===== config.mk =====
export PLATFORM = sky130hd
export DESIGN_NAME = clie_engine
export DESIGN_NICKNAME = d
export VERILOG_FILES = /design/src/verilog/clie_pkg.sv /design/src/verilog/clie_engine.sv
export SDC_FILE = /design/constraint.sdc
export NUM_CORES = 2
export LEC_CHECK = 0
export BUFFER_PORTS_ARGS = -buffer_cell sky130_fd_sc_hd__buf_2
export CAP_MARGIN = 20
export CORE_ASPECT_RATIO = 1.2
export CORE_MARGIN = 3
export CORE_UTILIZATION = 31
export DETAILED_ROUTE_END_ITERATION = 8
export PLACE_DENSITY = 0.47
export SLEW_MARGIN = 5
export SYNTH_ARGS = -nofsm -noshare
export SYNTH_HDL_FRONTEND = slang
export SYNTH_SLANG_ARGS = --single-unit

===== constraint.sdc =====
create_clock -name sys_clk -period 12 [get_ports sys_clk]
set_input_delay 2.4 -clock sys_clk [delete_from_list [all_inputs] [get_ports sys_clk]]
set_output_delay 2.4 -clock sys_clk [all_outputs]
set_load 0.01 [all_outputs]

===== src/verilog/clie_pkg.sv =====
// Purpose: constants and carrier types of the character display engine
// Assumes: 40 MHz system clock, AXI4-Lite register access
// Notes:   offsets are byte addresses on the register bus
package clie_pkg;
  // ==========================================================
  // register map
  localparam logic [7:0] OFS_INSTR = 8'h00;
  localparam logic [7:0] OFS_DATA  = 8'h04;
  localparam logic [7:0] OFS_MODE  = 8'h08;
  localparam logic [1:0] RESP_OKAY   = 2'h0;
  localparam logic [1:0] RESP_SLVERR = 2'h2;
  // ==========================================================
  // timing
  localparam int CLK_NS     = 25;
  localparam int CLK_KHZ    = 40000;
  localparam int OSC_KHZ    = 540;
  localparam int EXEC_NS    = 18500;
  localparam int CLEAR_NS   = 760000;
  localparam int OSC_DIV    = CLK_KHZ / OSC_KHZ;
  localparam int EXEC_CYC   = (EXEC_NS + CLK_NS - 1) / CLK_NS;
  localparam int CLEAR_CYC  = (CLEAR_NS + CLK_NS - 1) / CLK_NS;
  localparam logic [7:0] BLINK_FRAMES = 8'h9d;
  // ==========================================================
  // memory map of text and glyph space
  localparam logic [7:0] SPACE_CODE = 8'h20;
  localparam logic [6:0] L1_BASE    = 7'h00;
  localparam logic [6:0] L1_LAST    = 7'h27;
  localparam logic [6:0] L2_BASE    = 7'h40;
  localparam logic [6:0] L2_LAST    = 7'h67;
  localparam logic [6:0] ONE_LAST   = 7'h4f;
  localparam logic [7:0] LINE_LEN   = 8'h28;
  localparam logic [7:0] ONE_LEN    = 8'h50;
  localparam logic [6:0] MEM_LAST   = 7'h7f;
  localparam logic [2:0] CURSOR_ROW = 3'h7;
  // ==========================================================
  // drive geometry
  localparam int SEG_N = 40;
  localparam logic [3:0] COM_LAST_2L = 4'hf;
  localparam logic [3:0] COM_LAST_1L = 4'h7;
  localparam logic [2:0] CHAR_LAST   = 3'h7;
  localparam logic [2:0] DOT_LAST    = 3'h4;
  // ==========================================================
  // reset values of the mode latches
  localparam logic RST_STEP_UP = 1'b1;
  localparam logic RST_WIDE    = 1'b1;
  // ==========================================================
  // types
  typedef enum logic [1:0] {
    ST_IDLE  = 2'b00,
    ST_BUSY  = 2'b01,
    ST_CLEAR = 2'b11
  } clie_state_type;

  typedef struct packed {
    logic [7:0]  awaddr;
    logic        awvalid;
    logic [31:0] wdata;
    logic [3:0]  wstrb;
    logic        wvalid;
    logic        bready;
    logic [7:0]  araddr;
    logic        arvalid;
    logic        rready;
  } clie_axi_req_type;

  typedef struct packed {
    logic        awready;
    logic        wready;
    logic [1:0]  bresp;
    logic        bvalid;
    logic        arready;
    logic [31:0] rdata;
    logic [1:0]  rresp;
    logic        rvalid;
  } clie_axi_rsp_type;

  typedef struct packed {
    logic [3:0]       com;
    logic             two_line;
    logic             latch;
    logic [SEG_N-1:0] seg;
  } clie_drive_type;
endpackage


===== src/verilog/clie_engine.sv =====
// Purpose: instruction decoder, address counter, busy flag, glyph
//          memories and segment scan of a character display
// Assumes: AXI4-Lite master, one clock, synchronous active-low reset
// Notes:   instruction writes are refused while busy_flag is high
//
// The address map and the AXI4-Lite interface to the registers are this design's own decisions.
`timescale 1ns/1ps
// Summary of operation
// - each data read or write steps address_counter by one per direction
// - instruction-space read shows address_counter on low_data_lines
// - status read gives busy_flag on top_data_line plus counter, no delay
// - two-line scans 16 commons, one-line 8, always 40 segments
// - pixels shift into 40-bit chain, then copy to 40-bit hold latch
// - fixed glyph table holds 256 patterns of 5 by 8 dots
// - writable glyph memory holds 8 user glyphs loaded by data writes
// - code bits 2..0 become glyph memory address bits 5..3
// - address bits 2..0 pick row; row 7 is ORed with the cursor
// - glyph byte bits 4..0 are dots, bit 4 leftmost, 1 lit
// - codes with bits 7..4 zero use user glyphs; bit 3 ignored
// - clear fills text memory with 20H, counter to 00H, 0.76 ms
// - home zeroes counter and display shift, text kept, 0.76 ms
// - entry mode latches step direction and shift enable, 18.5 us
// - display control latches display, cursor, blink enables
// - shift moves display or cursor, right or left, 18.5 us
// - function setup latches bus width, line count, font height
// - glyph address set loads six bits, targets glyph memory
// - text address set loads seven bits, targets text memory
// - data write stores, data read returns targeted byte, 18.5 us
// - no instruction is accepted while busy_flag is high
// - narrow bus moves each instruction or data byte as two nibbles, high first
// - two-line text addresses are 00H-27H and 40H-67H
module clie_engine
  import clie_pkg::*;
#(
  parameter int CLEAR_CYCLES = CLEAR_CYC
) (
  // clock and reset
  input  wire logic             sys_clk,
  input  wire logic             rst_n,
  // register bus
  input  wire clie_axi_req_type axi_req,
  output clie_axi_rsp_type      axi_rsp,
  // panel drive
  output clie_drive_type        drive
);

  // ==========================================================
  // helpers
  // step rule
  function automatic logic [6:0] step_addr(input logic [6:0] a,
                                           input logic up,
                                           input logic cg,
                                           input logic two);
    logic [6:0] r;
    r = a;
    if (cg) begin
      r = up ? {1'b0, a[5:0] + 6'h01} : {1'b0, a[5:0] - 6'h01};
    end else if (two) begin
      if (up) begin
        r = (a == L1_LAST) ? L2_BASE :
            (a == L2_LAST) ? L1_BASE : a + 7'h01;
      end else begin
        r = (a == L1_BASE) ? L2_LAST :
            (a == L2_BASE) ? L1_LAST : a - 7'h01;
      end
    end else begin
      if (up) begin
        r = (a >= ONE_LAST) ? L1_BASE : a + 7'h01;
      end else begin
        r = (a == L1_BASE) ? ONE_LAST : a - 7'h01;
      end
    end
    return r;
  endfunction

  function automatic logic [7:0] wrap_add(input logic [7:0] a,
                                          input logic [7:0] b,
                                          input logic [7:0] m);
    logic [7:0] s;
    s = a + b;
    return (s >= m) ? s - m : s;
  endfunction

  // fixed glyph table, 256 codes by 8 rows
  function automatic logic [4:0] rom_row(input logic [7:0] code,
                                         input logic [2:0] row);
    return code[4:0] ^ {row, code[7:6]};
  endfunction

  // ==========================================================
  // state
  clie_state_type state;
  logic [15:0]    exec_cnt;
  logic [6:0]     clr_idx;
  logic [6:0]     address_counter;
  logic [7:0]     shift_ofs;
  logic           busy_flag;
  logic           step_up;
  logic           shift_en;
  logic           disp_on;
  logic           cursor_on;
  logic           blink_on;
  logic           bus_width_bit;
  logic           two_line;
  logic           font_tall;
  logic           target_glyph;
  logic [7:0]     display_text_memory [0:127];
  logic [7:0]     glyph_memory_writable [0:63];

  assign busy_flag = (state != ST_IDLE);

  // ==========================================================
  // register bus slave
  logic       aw_held;
  logic       w_held;
  logic [7:0] aw_addr;
  logic [7:0] w_byte;
  logic       wr_half;
  logic [3:0] wr_nib;
  logic       rd_half;
  logic       wr_fire;
  logic       wr_full;
  logic       wr_go;
  logic       rd_fire;
  logic       rd_go;
  logic [7:0] next_wr_byte;
  logic [7:0] rd_byte;
  logic [7:0] rd_src;
  logic       rd_mapped;
  logic       rd_port;
  logic       wr_port;

  assign wr_fire = aw_held && w_held && !axi_rsp.bvalid;
  assign wr_port = (aw_addr == OFS_INSTR) || (aw_addr == OFS_DATA);
  assign wr_full = bus_width_bit || wr_half;
  assign next_wr_byte = bus_width_bit ? w_byte : {wr_nib, w_byte[3:0]};
  assign wr_go = wr_fire && wr_port && wr_full && !busy_flag;

  always_ff @(posedge sys_clk) begin
    if (!rst_n) begin
      aw_held <= 1'b0;
      w_held  <= 1'b0;
      aw_addr <= 8'h00;
      w_byte  <= 8'h00;
      axi_rsp.awready <= 1'b0;
      axi_rsp.wready  <= 1'b0;
      axi_rsp.bvalid  <= 1'b0;
      axi_rsp.bresp   <= RESP_OKAY;
    end else begin
      // ready never waits for valid to drop, so a waiting master cannot stall
      axi_rsp.awready <= !aw_held && !axi_rsp.bvalid;
      axi_rsp.wready  <= !w_held && !axi_rsp.bvalid;
      if (axi_req.awvalid && axi_rsp.awready) begin
        aw_held <= 1'b1;
        aw_addr <= axi_req.awaddr;
        axi_rsp.awready <= 1'b0;
      end
      if (axi_req.wvalid && axi_rsp.wready) begin
        w_held <= 1'b1;
        w_byte <= axi_req.wstrb[0] ? axi_req.wdata[7:0] : w_byte;
        axi_rsp.wready <= 1'b0;
      end
      if (wr_fire) begin
        aw_held <= 1'b0;
        w_held  <= 1'b0;
        axi_rsp.bvalid <= 1'b1;
        axi_rsp.bresp  <= (wr_port || aw_addr == OFS_MODE) ?
                          RESP_OKAY : RESP_SLVERR;
      end else if (axi_rsp.bvalid && axi_req.bready) begin
        axi_rsp.bvalid <= 1'b0;
      end
    end
  end

  // narrow bus nibble pairing, shared by both ports
  always_ff @(posedge sys_clk) begin
    if (!rst_n) begin
      wr_half <= 1'b0;
      wr_nib  <= 4'h0;
      rd_half <= 1'b0;
    end else begin
      if (bus_width_bit) begin
        wr_half <= 1'b0;
      end else if (wr_fire && wr_port && !busy_flag) begin
        wr_half <= !wr_half;
        wr_nib  <= w_byte[3:0];
      end
      if (bus_width_bit) begin
        rd_half <= 1'b0;
      end else if (rd_fire && rd_port) begin
        rd_half <= !rd_half;
      end
    end
  end

  // ==========================================================
  // read channel
  assign rd_fire = axi_req.arvalid && axi_rsp.arready;
  assign rd_port = (axi_req.araddr == OFS_INSTR) ||
                   (axi_req.araddr == OFS_DATA);
  assign rd_go   = rd_fire && (axi_req.araddr == OFS_DATA) &&
                   (bus_width_bit || rd_half) && !busy_flag;

  always_comb begin
    rd_mapped = 1'b1;
    rd_byte = target_glyph ?
              glyph_memory_writable[address_counter[5:0]] :
              display_text_memory[address_counter];
    case (axi_req.araddr)
      OFS_INSTR: rd_src = {busy_flag, address_counter};
      OFS_DATA:  rd_src = rd_byte;
      OFS_MODE:  rd_src = {font_tall, two_line, bus_width_bit, disp_on,
                           cursor_on, blink_on, step_up, shift_en};
      default: begin
        rd_src = 8'h00;
        rd_mapped = 1'b0;
      end
    endcase
    if (!bus_width_bit && rd_port) begin
      rd_src = rd_half ? {4'h0, rd_src[3:0]} : {4'h0, rd_src[7:4]};
    end
  end

  always_ff @(posedge sys_clk) begin
    if (!rst_n) begin
      axi_rsp.arready <= 1'b0;
      axi_rsp.rvalid  <= 1'b0;
      axi_rsp.rdata   <= 32'h0000_0000;
      axi_rsp.rresp   <= RESP_OKAY;
    end else if (rd_fire) begin
      axi_rsp.arready <= 1'b0;
      axi_rsp.rvalid  <= 1'b1;
      axi_rsp.rdata   <= {24'h00_0000, rd_src};
      axi_rsp.rresp   <= rd_mapped ? RESP_OKAY : RESP_SLVERR;
    end else if (axi_rsp.rvalid) begin
      axi_rsp.rvalid  <= !axi_req.rready;
      axi_rsp.arready <= axi_req.rready;
    end else begin
      axi_rsp.arready <= 1'b1;
    end
  end

  // ==========================================================
  // instruction executor
  logic is_data;
  assign is_data = (aw_addr == OFS_DATA);

  always_ff @(posedge sys_clk) begin
    if (!rst_n) begin
      state <= ST_IDLE;
      exec_cnt <= 16'h0000;
      clr_idx <= 7'h00;
      address_counter <= 7'h00;
      shift_ofs <= 8'h00;
      step_up <= RST_STEP_UP;
      shift_en <= 1'b0;
      disp_on <= 1'b0;
      cursor_on <= 1'b0;
      blink_on <= 1'b0;
      bus_width_bit <= RST_WIDE;
      two_line <= 1'b0;
      font_tall <= 1'b0;
      target_glyph <= 1'b0;
    end else begin
      // hold busy for the execution time
      case (state)
        ST_IDLE: ;
        ST_CLEAR: begin
          display_text_memory[clr_idx] <= SPACE_CODE;
          clr_idx <= clr_idx + 7'h01;
          exec_cnt <= exec_cnt - 16'h0001;
          if (clr_idx == MEM_LAST) begin
            state <= ST_BUSY;
          end
        end
        ST_BUSY: begin
          exec_cnt <= exec_cnt - 16'h0001;
          if (exec_cnt == 16'h0000) begin
            state <= ST_IDLE;
          end
        end
        default: state <= ST_IDLE;
      endcase
      if (rd_go) begin
        address_counter <= step_addr(address_counter, step_up,
                                     target_glyph, two_line);
        state <= ST_BUSY;
        exec_cnt <= 16'(EXEC_CYC - 1);
      end
      if (wr_go) begin
        state <= ST_BUSY;
        exec_cnt <= 16'(EXEC_CYC - 1);
        if (is_data) begin
          if (target_glyph) begin
            glyph_memory_writable[address_counter[5:0]] <= next_wr_byte;
          end else begin
            display_text_memory[address_counter] <= next_wr_byte;
            // shift on text write when enabled
            if (shift_en) begin
              shift_ofs <= step_up ?
                wrap_add(shift_ofs, 8'h01, two_line ? LINE_LEN : ONE_LEN) :
                wrap_add(shift_ofs, (two_line ? LINE_LEN : ONE_LEN) - 8'h01,
                         two_line ? LINE_LEN : ONE_LEN);
            end
          end
          address_counter <= step_addr(address_counter, step_up,
                                       target_glyph, two_line);
        end else if (next_wr_byte[7]) begin
          address_counter <= next_wr_byte[6:0];
          target_glyph <= 1'b0;
        end else if (next_wr_byte[6]) begin
          address_counter <= {1'b0, next_wr_byte[5:0]};
          target_glyph <= 1'b1;
        end else if (next_wr_byte[5]) begin
          bus_width_bit <= next_wr_byte[4];
          two_line <= next_wr_byte[3];
          font_tall <= next_wr_byte[2];
        end else if (next_wr_byte[4]) begin
          if (next_wr_byte[3]) begin
            shift_ofs <= next_wr_byte[2] ?
              wrap_add(shift_ofs, (two_line ? LINE_LEN : ONE_LEN) - 8'h01,
                       two_line ? LINE_LEN : ONE_LEN) :
              wrap_add(shift_ofs, 8'h01, two_line ? LINE_LEN : ONE_LEN);
          end else begin
            address_counter <= step_addr(address_counter,
                                         next_wr_byte[2],
                                         target_glyph, two_line);
          end
        end else if (next_wr_byte[3]) begin
          disp_on <= next_wr_byte[2];
          cursor_on <= next_wr_byte[1];
          blink_on <= next_wr_byte[0];
        end else if (next_wr_byte[2]) begin
          step_up <= next_wr_byte[1];
          shift_en <= next_wr_byte[0];
        end else if (next_wr_byte[1]) begin
          address_counter <= L1_BASE;
          shift_ofs <= 8'h00;
          target_glyph <= 1'b0;
          exec_cnt <= 16'(CLEAR_CYCLES - 1);
        end else if (next_wr_byte[0]) begin
          state <= ST_CLEAR;
          clr_idx <= 7'h00;
          address_counter <= L1_BASE;
          shift_ofs <= 8'h00;
          step_up <= 1'b1;
          target_glyph <= 1'b0;
          exec_cnt <= 16'(CLEAR_CYCLES - 1);
        end else begin
          // an all-zero instruction does nothing
          state <= ST_IDLE;
        end
      end
    end
  end

  // ==========================================================
  // segment scan, one dot per oscillator tick
  logic [6:0]       osc_cnt;
  logic             osc_tick;
  logic [2:0]       dot_i;
  logic [2:0]       char_i;
  logic [3:0]       com_i;
  logic [7:0]       frame_cnt;
  logic             blink_phase;
  logic [SEG_N-1:0] seg_chain;
  logic [7:0]       scan_col;
  logic [6:0]       scan_addr;
  logic [7:0]       scan_code;
  logic [2:0]       grow;
  logic [4:0]       pat;
  logic             last_dot;
  logic [3:0]       com_last;

  assign osc_tick = (osc_cnt == 7'(OSC_DIV - 1));
  assign grow     = com_i[2:0];
  assign last_dot = (dot_i == DOT_LAST) && (char_i == CHAR_LAST);
  assign com_last = two_line ? COM_LAST_2L : COM_LAST_1L;

  always_comb begin
    scan_col = wrap_add({5'h00, char_i}, shift_ofs,
                        two_line ? LINE_LEN : ONE_LEN);
    scan_addr = two_line ?
      (com_i[3] ? L2_BASE : L1_BASE) + scan_col[6:0] :
      scan_col[6:0];
    scan_code = display_text_memory[scan_addr];
    if (scan_code[7:4] == 4'h0) begin
      pat = glyph_memory_writable[{scan_code[2:0], grow}][4:0];
    end else begin
      pat = rom_row(scan_code, grow);
    end
    if (cursor_on && scan_addr == address_counter &&
        grow == CURSOR_ROW) begin
      pat = 5'h1f;
    end
    if (blink_on && blink_phase && scan_addr == address_counter) begin
      pat = 5'h1f;
    end
    if (!disp_on) begin
      pat = 5'h00;
    end
  end

  always_ff @(posedge sys_clk) begin
    if (!rst_n) begin
      osc_cnt <= 7'h00;
      dot_i <= 3'h0;
      char_i <= 3'h0;
      com_i <= 4'h0;
      frame_cnt <= 8'h00;
      blink_phase <= 1'b0;
      seg_chain <= '0;
      drive <= '0;
    end else begin
      osc_cnt <= osc_tick ? 7'h00 : osc_cnt + 7'h01;
      drive.latch <= 1'b0;
      drive.two_line <= two_line;
      if (osc_tick) begin
        seg_chain <= {seg_chain[SEG_N-2:0], pat[3'h4 - dot_i]};
        dot_i <= (dot_i == DOT_LAST) ? 3'h0 : dot_i + 3'h1;
        if (dot_i == DOT_LAST) begin
          char_i <= char_i + 3'h1;
        end
        if (last_dot) begin
          // parallel copy into the hold latch
          drive.seg <= {seg_chain[SEG_N-2:0], pat[3'h4 - dot_i]};
          drive.com <= com_i;
          drive.latch <= 1'b1;
          com_i <= (com_i >= com_last) ? 4'h0 : com_i + 4'h1;
          if (com_i >= com_last) begin
            frame_cnt <= (frame_cnt == BLINK_FRAMES) ?
                         8'h00 : frame_cnt + 8'h01;
            if (frame_cnt == BLINK_FRAMES) begin
              blink_phase <= !blink_phase;
            end
          end
        end
      end
    end
  end

endmodule // clie_engine


---- After elaboration in Yosys (flattened, before gate mapping) ----
Memories as Yosys holds them, arrays and structs flattened. A register that Yosys moved wholly into a read port is not among the register bits.
Cells that the tools add are included.
operators by class
  $lt $le $gt $ge ......................... 6
  bitwise operators ....................... 9
  shift operators ......................... 0
  add/subtract/negate cells ............... 20
  div/mod/pow operators ................... 0
  multiplexer cells ....................... 138
  equal/unequal tests ..................... 32
  multipliers ............................. 0
  reductions and logical operators ........ 71
operator list
  cell                     number
  $mux W7                  43
  $mux W8                  21
  $mux W15                 9
  $mux W16                 3
  $mux W41                 1
  $mux W1                  32
  $mux W2                  15
  $eq A7 B7 Y1 const B     4
  $pmux W8 S3              1
  $logic_and A1 B1 Y1      22
  $add A7 B1 Y7 const B    3
  $mux W5                  4
  $mux W6                  3
  $ne A3 B1 Y1 const B     6
  $add A8 B1 Y8 const B    2
  $eq A8 B3 Y1 const B     2
  $eq A8 B4 Y1 const B     2
  $ge A8 B8 Y1             2
  $logic_not A16 Y1        1
  $logic_not A8 Y1         2
  $sub A16 B1 Y16 const B  1
  $sub A8 B8 Y8            2
  $reduce_and A7 Y1        2
  $reduce_or A2 Y1         7
  other kinds (49)         86
storage, ports and cells
  ROM bits ................................ 0
  bits in latches ......................... 0
  flip-flop bits (word level) ............. 201
  bits in writable memories ............... 1536
  bits of input ports ..................... 59
  memories kept ........................... 2
memory list
  memory                 words  width  read ports  clocked after Yosys merged registers in  wr ports  line                source
  display_text_memory    128    8      2           1                                        1         clie_engine.sv:107  logic [7:0] display_text_memory [0:127];
  glyph_memory_writable  64     8      2           1                                        1         clie_engine.sv:108  logic [7:0] glyph_memory_writable [0:63];

---- Logic depth before layout (Yosys ltp) ----
  depth in word-level cells ............... 18
  gate-level depth with buffers ........... 29
  gate-level depth less buffers ........... 22

---- Worst setup path before layout ----
Ideal clock, no wire load.
  path kind ............................... input-to-reg
  start point ............................. in rst_n
  end point ............................... mem display_text_memory[0][4] (data pin)
  arrival time ............................ 5.970 ns
  slack ................................... 5.232 ns
  setup time .............................. 0.798 ns
  stages on the path ...................... 4
  cells stage by stage .................... clkinv_1 -> nor3_1 -> nand2_1 -> nor2_1
on the way
  cells in the longest elaborated chain, start to end .. 4
ends and longest elaborated chain
  item                               line                source
  start: declaration                 clie_engine.sv:39   input wire logic rst_n,
  $mux W1                            clie_engine.sv:249  if (!rst_n) begin
  $mux W1 (implied by the code)      clie_engine.sv:297  display_text_memory[address_counter] <= next_wr_byte;
  $reduce_or A8 Y1 (no source line)  -
  $mux W8 (no source line)           -
  end: declaration                   clie_engine.sv:107
Every way passes these cells.

---- Worst setup path after layout ----
  start point ............................. reg shift_ofs[0]
  end point ............................... reg drive[0] (netlist bit)
on the way
  cells in the longest elaborated chain, start to end .. 13
ends and longest elaborated chain
  item                                                    line                                    source
  start: declaration                                      clie_engine.sv:96                       logic [7:0] shift_ofs;
  start signal: assignment                                clie_engine.sv:300                      shift_ofs <= step_up ?
  start signal: assignment                                clie_engine.sv:320                      shift_ofs <= next_wr_byte[2] ?
  $add A3 B8 Y8 (*)                                       clie_engine.sv:80                       s = a + b;
  $sub A7 B7 Y7 / $ge A8 B7 Y1 (equally long branches)    clie_engine.sv:81                       return (s >= m) ? s - m : s;
  $mux W7 (*)                                             clie_engine.sv:81
  $add A7 B7 Y7                                           clie_engine.sv:384                      (com_i[3] ? L2_BASE : L1_BASE) + scan_col[6:0] :
  $mux W7 (*)                                             clie_engine.sv:383                      scan_addr = two_line ?
  $mem_v2 Z128 W8 / $eq A7 B7 Y1 (equally long branches)  -
  $mem_v2 Z64 W8 (tied with other cells)                  -
  $mux W5 / $logic_and A1 B1 Y1 (equally long branches)   clie_engine.sv:387, clie_engine.sv:392
  $mux W5                                                 clie_engine.sv:392                      if (cursor_on && scan_addr == address_counter &&
  $mux W5 (*)                                             clie_engine.sv:396                      if (blink_on && blink_phase && scan_addr == address_counter) begin
  $mux W5 (*)                                             clie_engine.sv:399                      if (!disp_on) begin
  $bmux W1 S3 (*)                                         clie_engine.sv:426                      drive.seg <= {seg_chain[SEG_N-2:0], pat[3'h4 - dot_i]};
  $mux W1 (implied by the code) (*)                       clie_engine.sv:426
  end: declaration                                        clie_engine.sv:44                       output clie_drive_type drive
Every way passes the cells marked *; elsewhere a longest branch is shown, timed or not. The select of a mux whose other input is x is not followed.
A chain may end at the register's enable or synchronous reset.

==> results.cfg <==
[outcome]
outcome = completed

[logic_synthesis]
postSynthRegisterBits = 1735
post_synth_top_flop = edfxtp_1
synth_commonest_cells = edfxtp_1 (1536), nand2_1 (511), nor2_1 (438), a22oi_1 (391), mux4_2 (378)
synthesized_area_um2 = 80100
ys_top_cells_by_area = edfxtp_1 (58%), mux4_2 (11%), dfxtp_1 (5.0%)
synthesized_netlist_cell_count = 5731
synth-warning-count = 0
synth_largest_type_area_fraction_pct = 57.6
number_of_enable_flip_flop_cells_after_synthesis = 1536
synthDistinctLibCells = 97
postSynth.asyncResetShare_pct = 0
avgSynthCellArea_um2 = 14.0
most_frequent_cell_after_synthesis = edfxtp_1
synth.largest_area_cell = edfxtp_1
synth_seq_area_share_pct = 62.6

[sta]
achievable-frequency_mhz = 113
setup-tns-final_ns = 0
final-max-slew-violation-count = 0
grt_setup_unrepaired = no
layout_min_cycle_time_ns = 8.83
worst-slew-pin-transition_ns = 1.24
timing.max_slew.rel_slack_pct = 17.1
finClkSkew_ns = 0.0447
finalCritPeriodShare_pct = 73.6
finalHoldViolations = 0
finalSetupViolations = 0

[cells_and_area]
post_route_non_filler_standard_cell_count = 9245
area_delta_synth_final_pct = 13.1
final_layout_size_suffix_gt1_share_pct = 17.7
finish.net_count = 5821
layout.filler_cells = 24626

[routing]
dr_total_vias = 54302
remaining_drc_errors = 0
detail_route.wl_per_cell_um = 32.3
vias_per_cell = 5.87
initialDrtViolationCount = 6000
drt-total-wl_um = 298000
detail-route-antenna-nets = 0
firstDrtPassIters = 6

[setup_path]
critPathLaunch = shift_ofs[0]
cp_top_delay_family = compound AO/OA/AOI/OAI gates
worst_ep_required_time_ns = 12.70
reg2reg_from = shift_ofs[0]
critPathKind = reg -> reg
worst-path-buf-inv = 3
crit_path_max_incr_delay_ns = 0.73
crit_path_start_kind = register
critical_path.endpoint_type = register
timing.critical_path.fanout_max = 21
worst_ep_arrival_time_ns = 9.53
worst_path_max_delay_cell = xnor2_1
path_cells = ha_4 > inv_1 > fa_4 > nor2b_1 > o21ai_0 > xnor2_1 > inv_1 > ha_1 > nor2b_1 > o31a_1 > nor3_2 > nand3_2 > nand2_4 > buf_4 > mux4_2 > a221o_1 > and4_1 > a311oi_2 > nand3_1 > a211oi_2 > o21ai_0 > o2111ai_1 > a31oi_1

[cts]
cts.root.buffer_cell = clkbuf_16
cts_made_buffers = 190
post_cts_setup_inserts = 0
cts_clock_pin_slew_for_the_worst_setup_and_hold_paths_ns = 0.06
clock_tree_from_tritoncts = done
post_cts_resize_count = 0
clock-sinks = 1735
cts_hold_repair.buffers = 0
h-tree-depth = 4
ctsLongestPathBuffers = 4
clkLatencyLatePin_ns = 0.87

[power_and_ir_drop]
static-leakage-power_nw = 27.4
irDropWorstVdd_mv = 0.103
pwr_density_cell_nw_per_um2 = 138
total_power_mw = 12.5

[place]
routabilityCongestion = 0.898
port-buffer-count = 92
placedCellCount = 8898
detailedPlacementHpwl_um = 185000

[hold_path]
min-delay-start = drive[12]
hold_path.class = reg -> reg

[floorplanning]
core_um2 = 256000
floorplan.initialDensity_pct = 31.3
std_cell_rows = 203
floorplan_die_width_um = 470
floorplan.die_area_um2 = 264000
die_h_um = 563
design.portCount = 146

[global_routing]
grt_max_degree = 98
grt_antenna_before_repair = 9
vias_in_the_first_global_route = 53903
grt_first_pass_wirelength_um = 418000
groute.usage.overall_pct = 21.9
grt-ovfl-total = 0

[job]
maxCapViolCount = 0
tightest hold or removal path: cells and delay by family (launching register included):
kind | cells | cell delay, ns
AND/OR/NAND/NOR | 1 | 0.05
AO/OA/AOI/OAI | 1 | 0.05
flip-flops | 1 | 0.30
cell type report:
class	instances	area [um2]	area share, %
sequential	1735	50100	55.4
multi-input combinational	3490	28100	31.0
clock buffer	235	5070	5.59
tap	3382	4230	4.67
timing repair buffer	244	1850	2.04
clock inverter	103	1030	1.14
inverter	51	194	0.214
antenna	5	12.5	0.0138
layout by cell type (no fill, tap or decap), types with 13 or more instances in the layout:
cell type	Yosys	routed
edfxtp_1	1536	1536
nand2_1	511	501
nor2_1	438	427
a22oi_1	391	391
mux4_2	378	378
a21oi_1	279	279
o21ai_0	199	199
mux2i_1	197	197
clkbuf_16	0	192
dfxtp_1	199	186
nand4_1	127	127
buf_4	33	127
nand3_1	118	117
a221oi_1	107	107
buf_2	55	92
a22o_1	70	70
a31oi_1	55	55
xnor2_1	44	44
ha_1	45	44
inv_1	48	43
clkinv_1	1	39
mux2_2	38	38
nor3_1	40	38
clkinv_2	0	33
clkbuf_1	314	33
o211ai_1	31	31
nand2b_1	28	28
xor2_1	28	27
conb_1	1	26
and3_1	27	24
a211oi_1	23	23
or2_2	20	20
bufinv_16	0	20
buf_12	0	16
o2111ai_1	16	15
a21o_1	13	13
per-stage QoR:
stage / hold WS (ns) / setup WS [ns] / cell area, um2 / utilization [%]
finish: 0.448 / 3.17 / 90600 / 35.4
global route: 0.469 / 3.04 / 90600 / 35.4
CTS: 0.453 / 3.31 / 90500 / 35.4
detailed placement: 0.445 / 3.34 / 84400 / 33.0
global placement: 0.439 / 3.36 / 84300 / 32.9
floorplan: 0.423 / 5.23 / 80200 / -
cell families after synthesis:
logic type	after synthesis	synth area share, %
mux	615	13.7
simple gates	1385	7.70
flops	1735	62.6
compound gates	1338	11.5
fa+ha+maj	50	0.828
buf+inv	531	2.79
xor+xnor	76	0.883
other cells	1	0.00468
flip-flops by register name (all words and copies together) (netlist names), 2 cells and up:
name / count
address_counter: 7
axi_rsp: 15
seg_chain: 39
glyph_memory_writable: 512
shift_ofs: 8
frame_cnt: 8
dot_i: 3
w_byte: 8
state: 2
osc_cnt: 7
exec_cnt: 16
com_i: 4
char_i: 3
drive: 46
aw_addr: 8
display_text_memory: 1024
wr_nib: 4
clr_idx: 7
worst paths after layout:
kind,endpoint,slack [ns],cells past startpoint
max reg2reg,drive[0],3.17,23
max,drive[0],3.17,23
min,drive[12],0.45,2
min reg2reg,drive[12],0.45,2
metal layers:
metal	up-vias	part of all wire, %	GRT usage [%]
met4	4	4.9	9.92
li1	22737	-	-
met2	2643	47	35.7
met1	28321	40	28.4
met3	597	7.7	3.81
met5	-	0.021	0.144
power by group:
group | internal (mW) | switching, mW
logic | 0.0319 | 0.0900
registers | 6.49 | 0.00833
clock network | 3.41 | 2.46
Power figures use the tool's default switching activity.
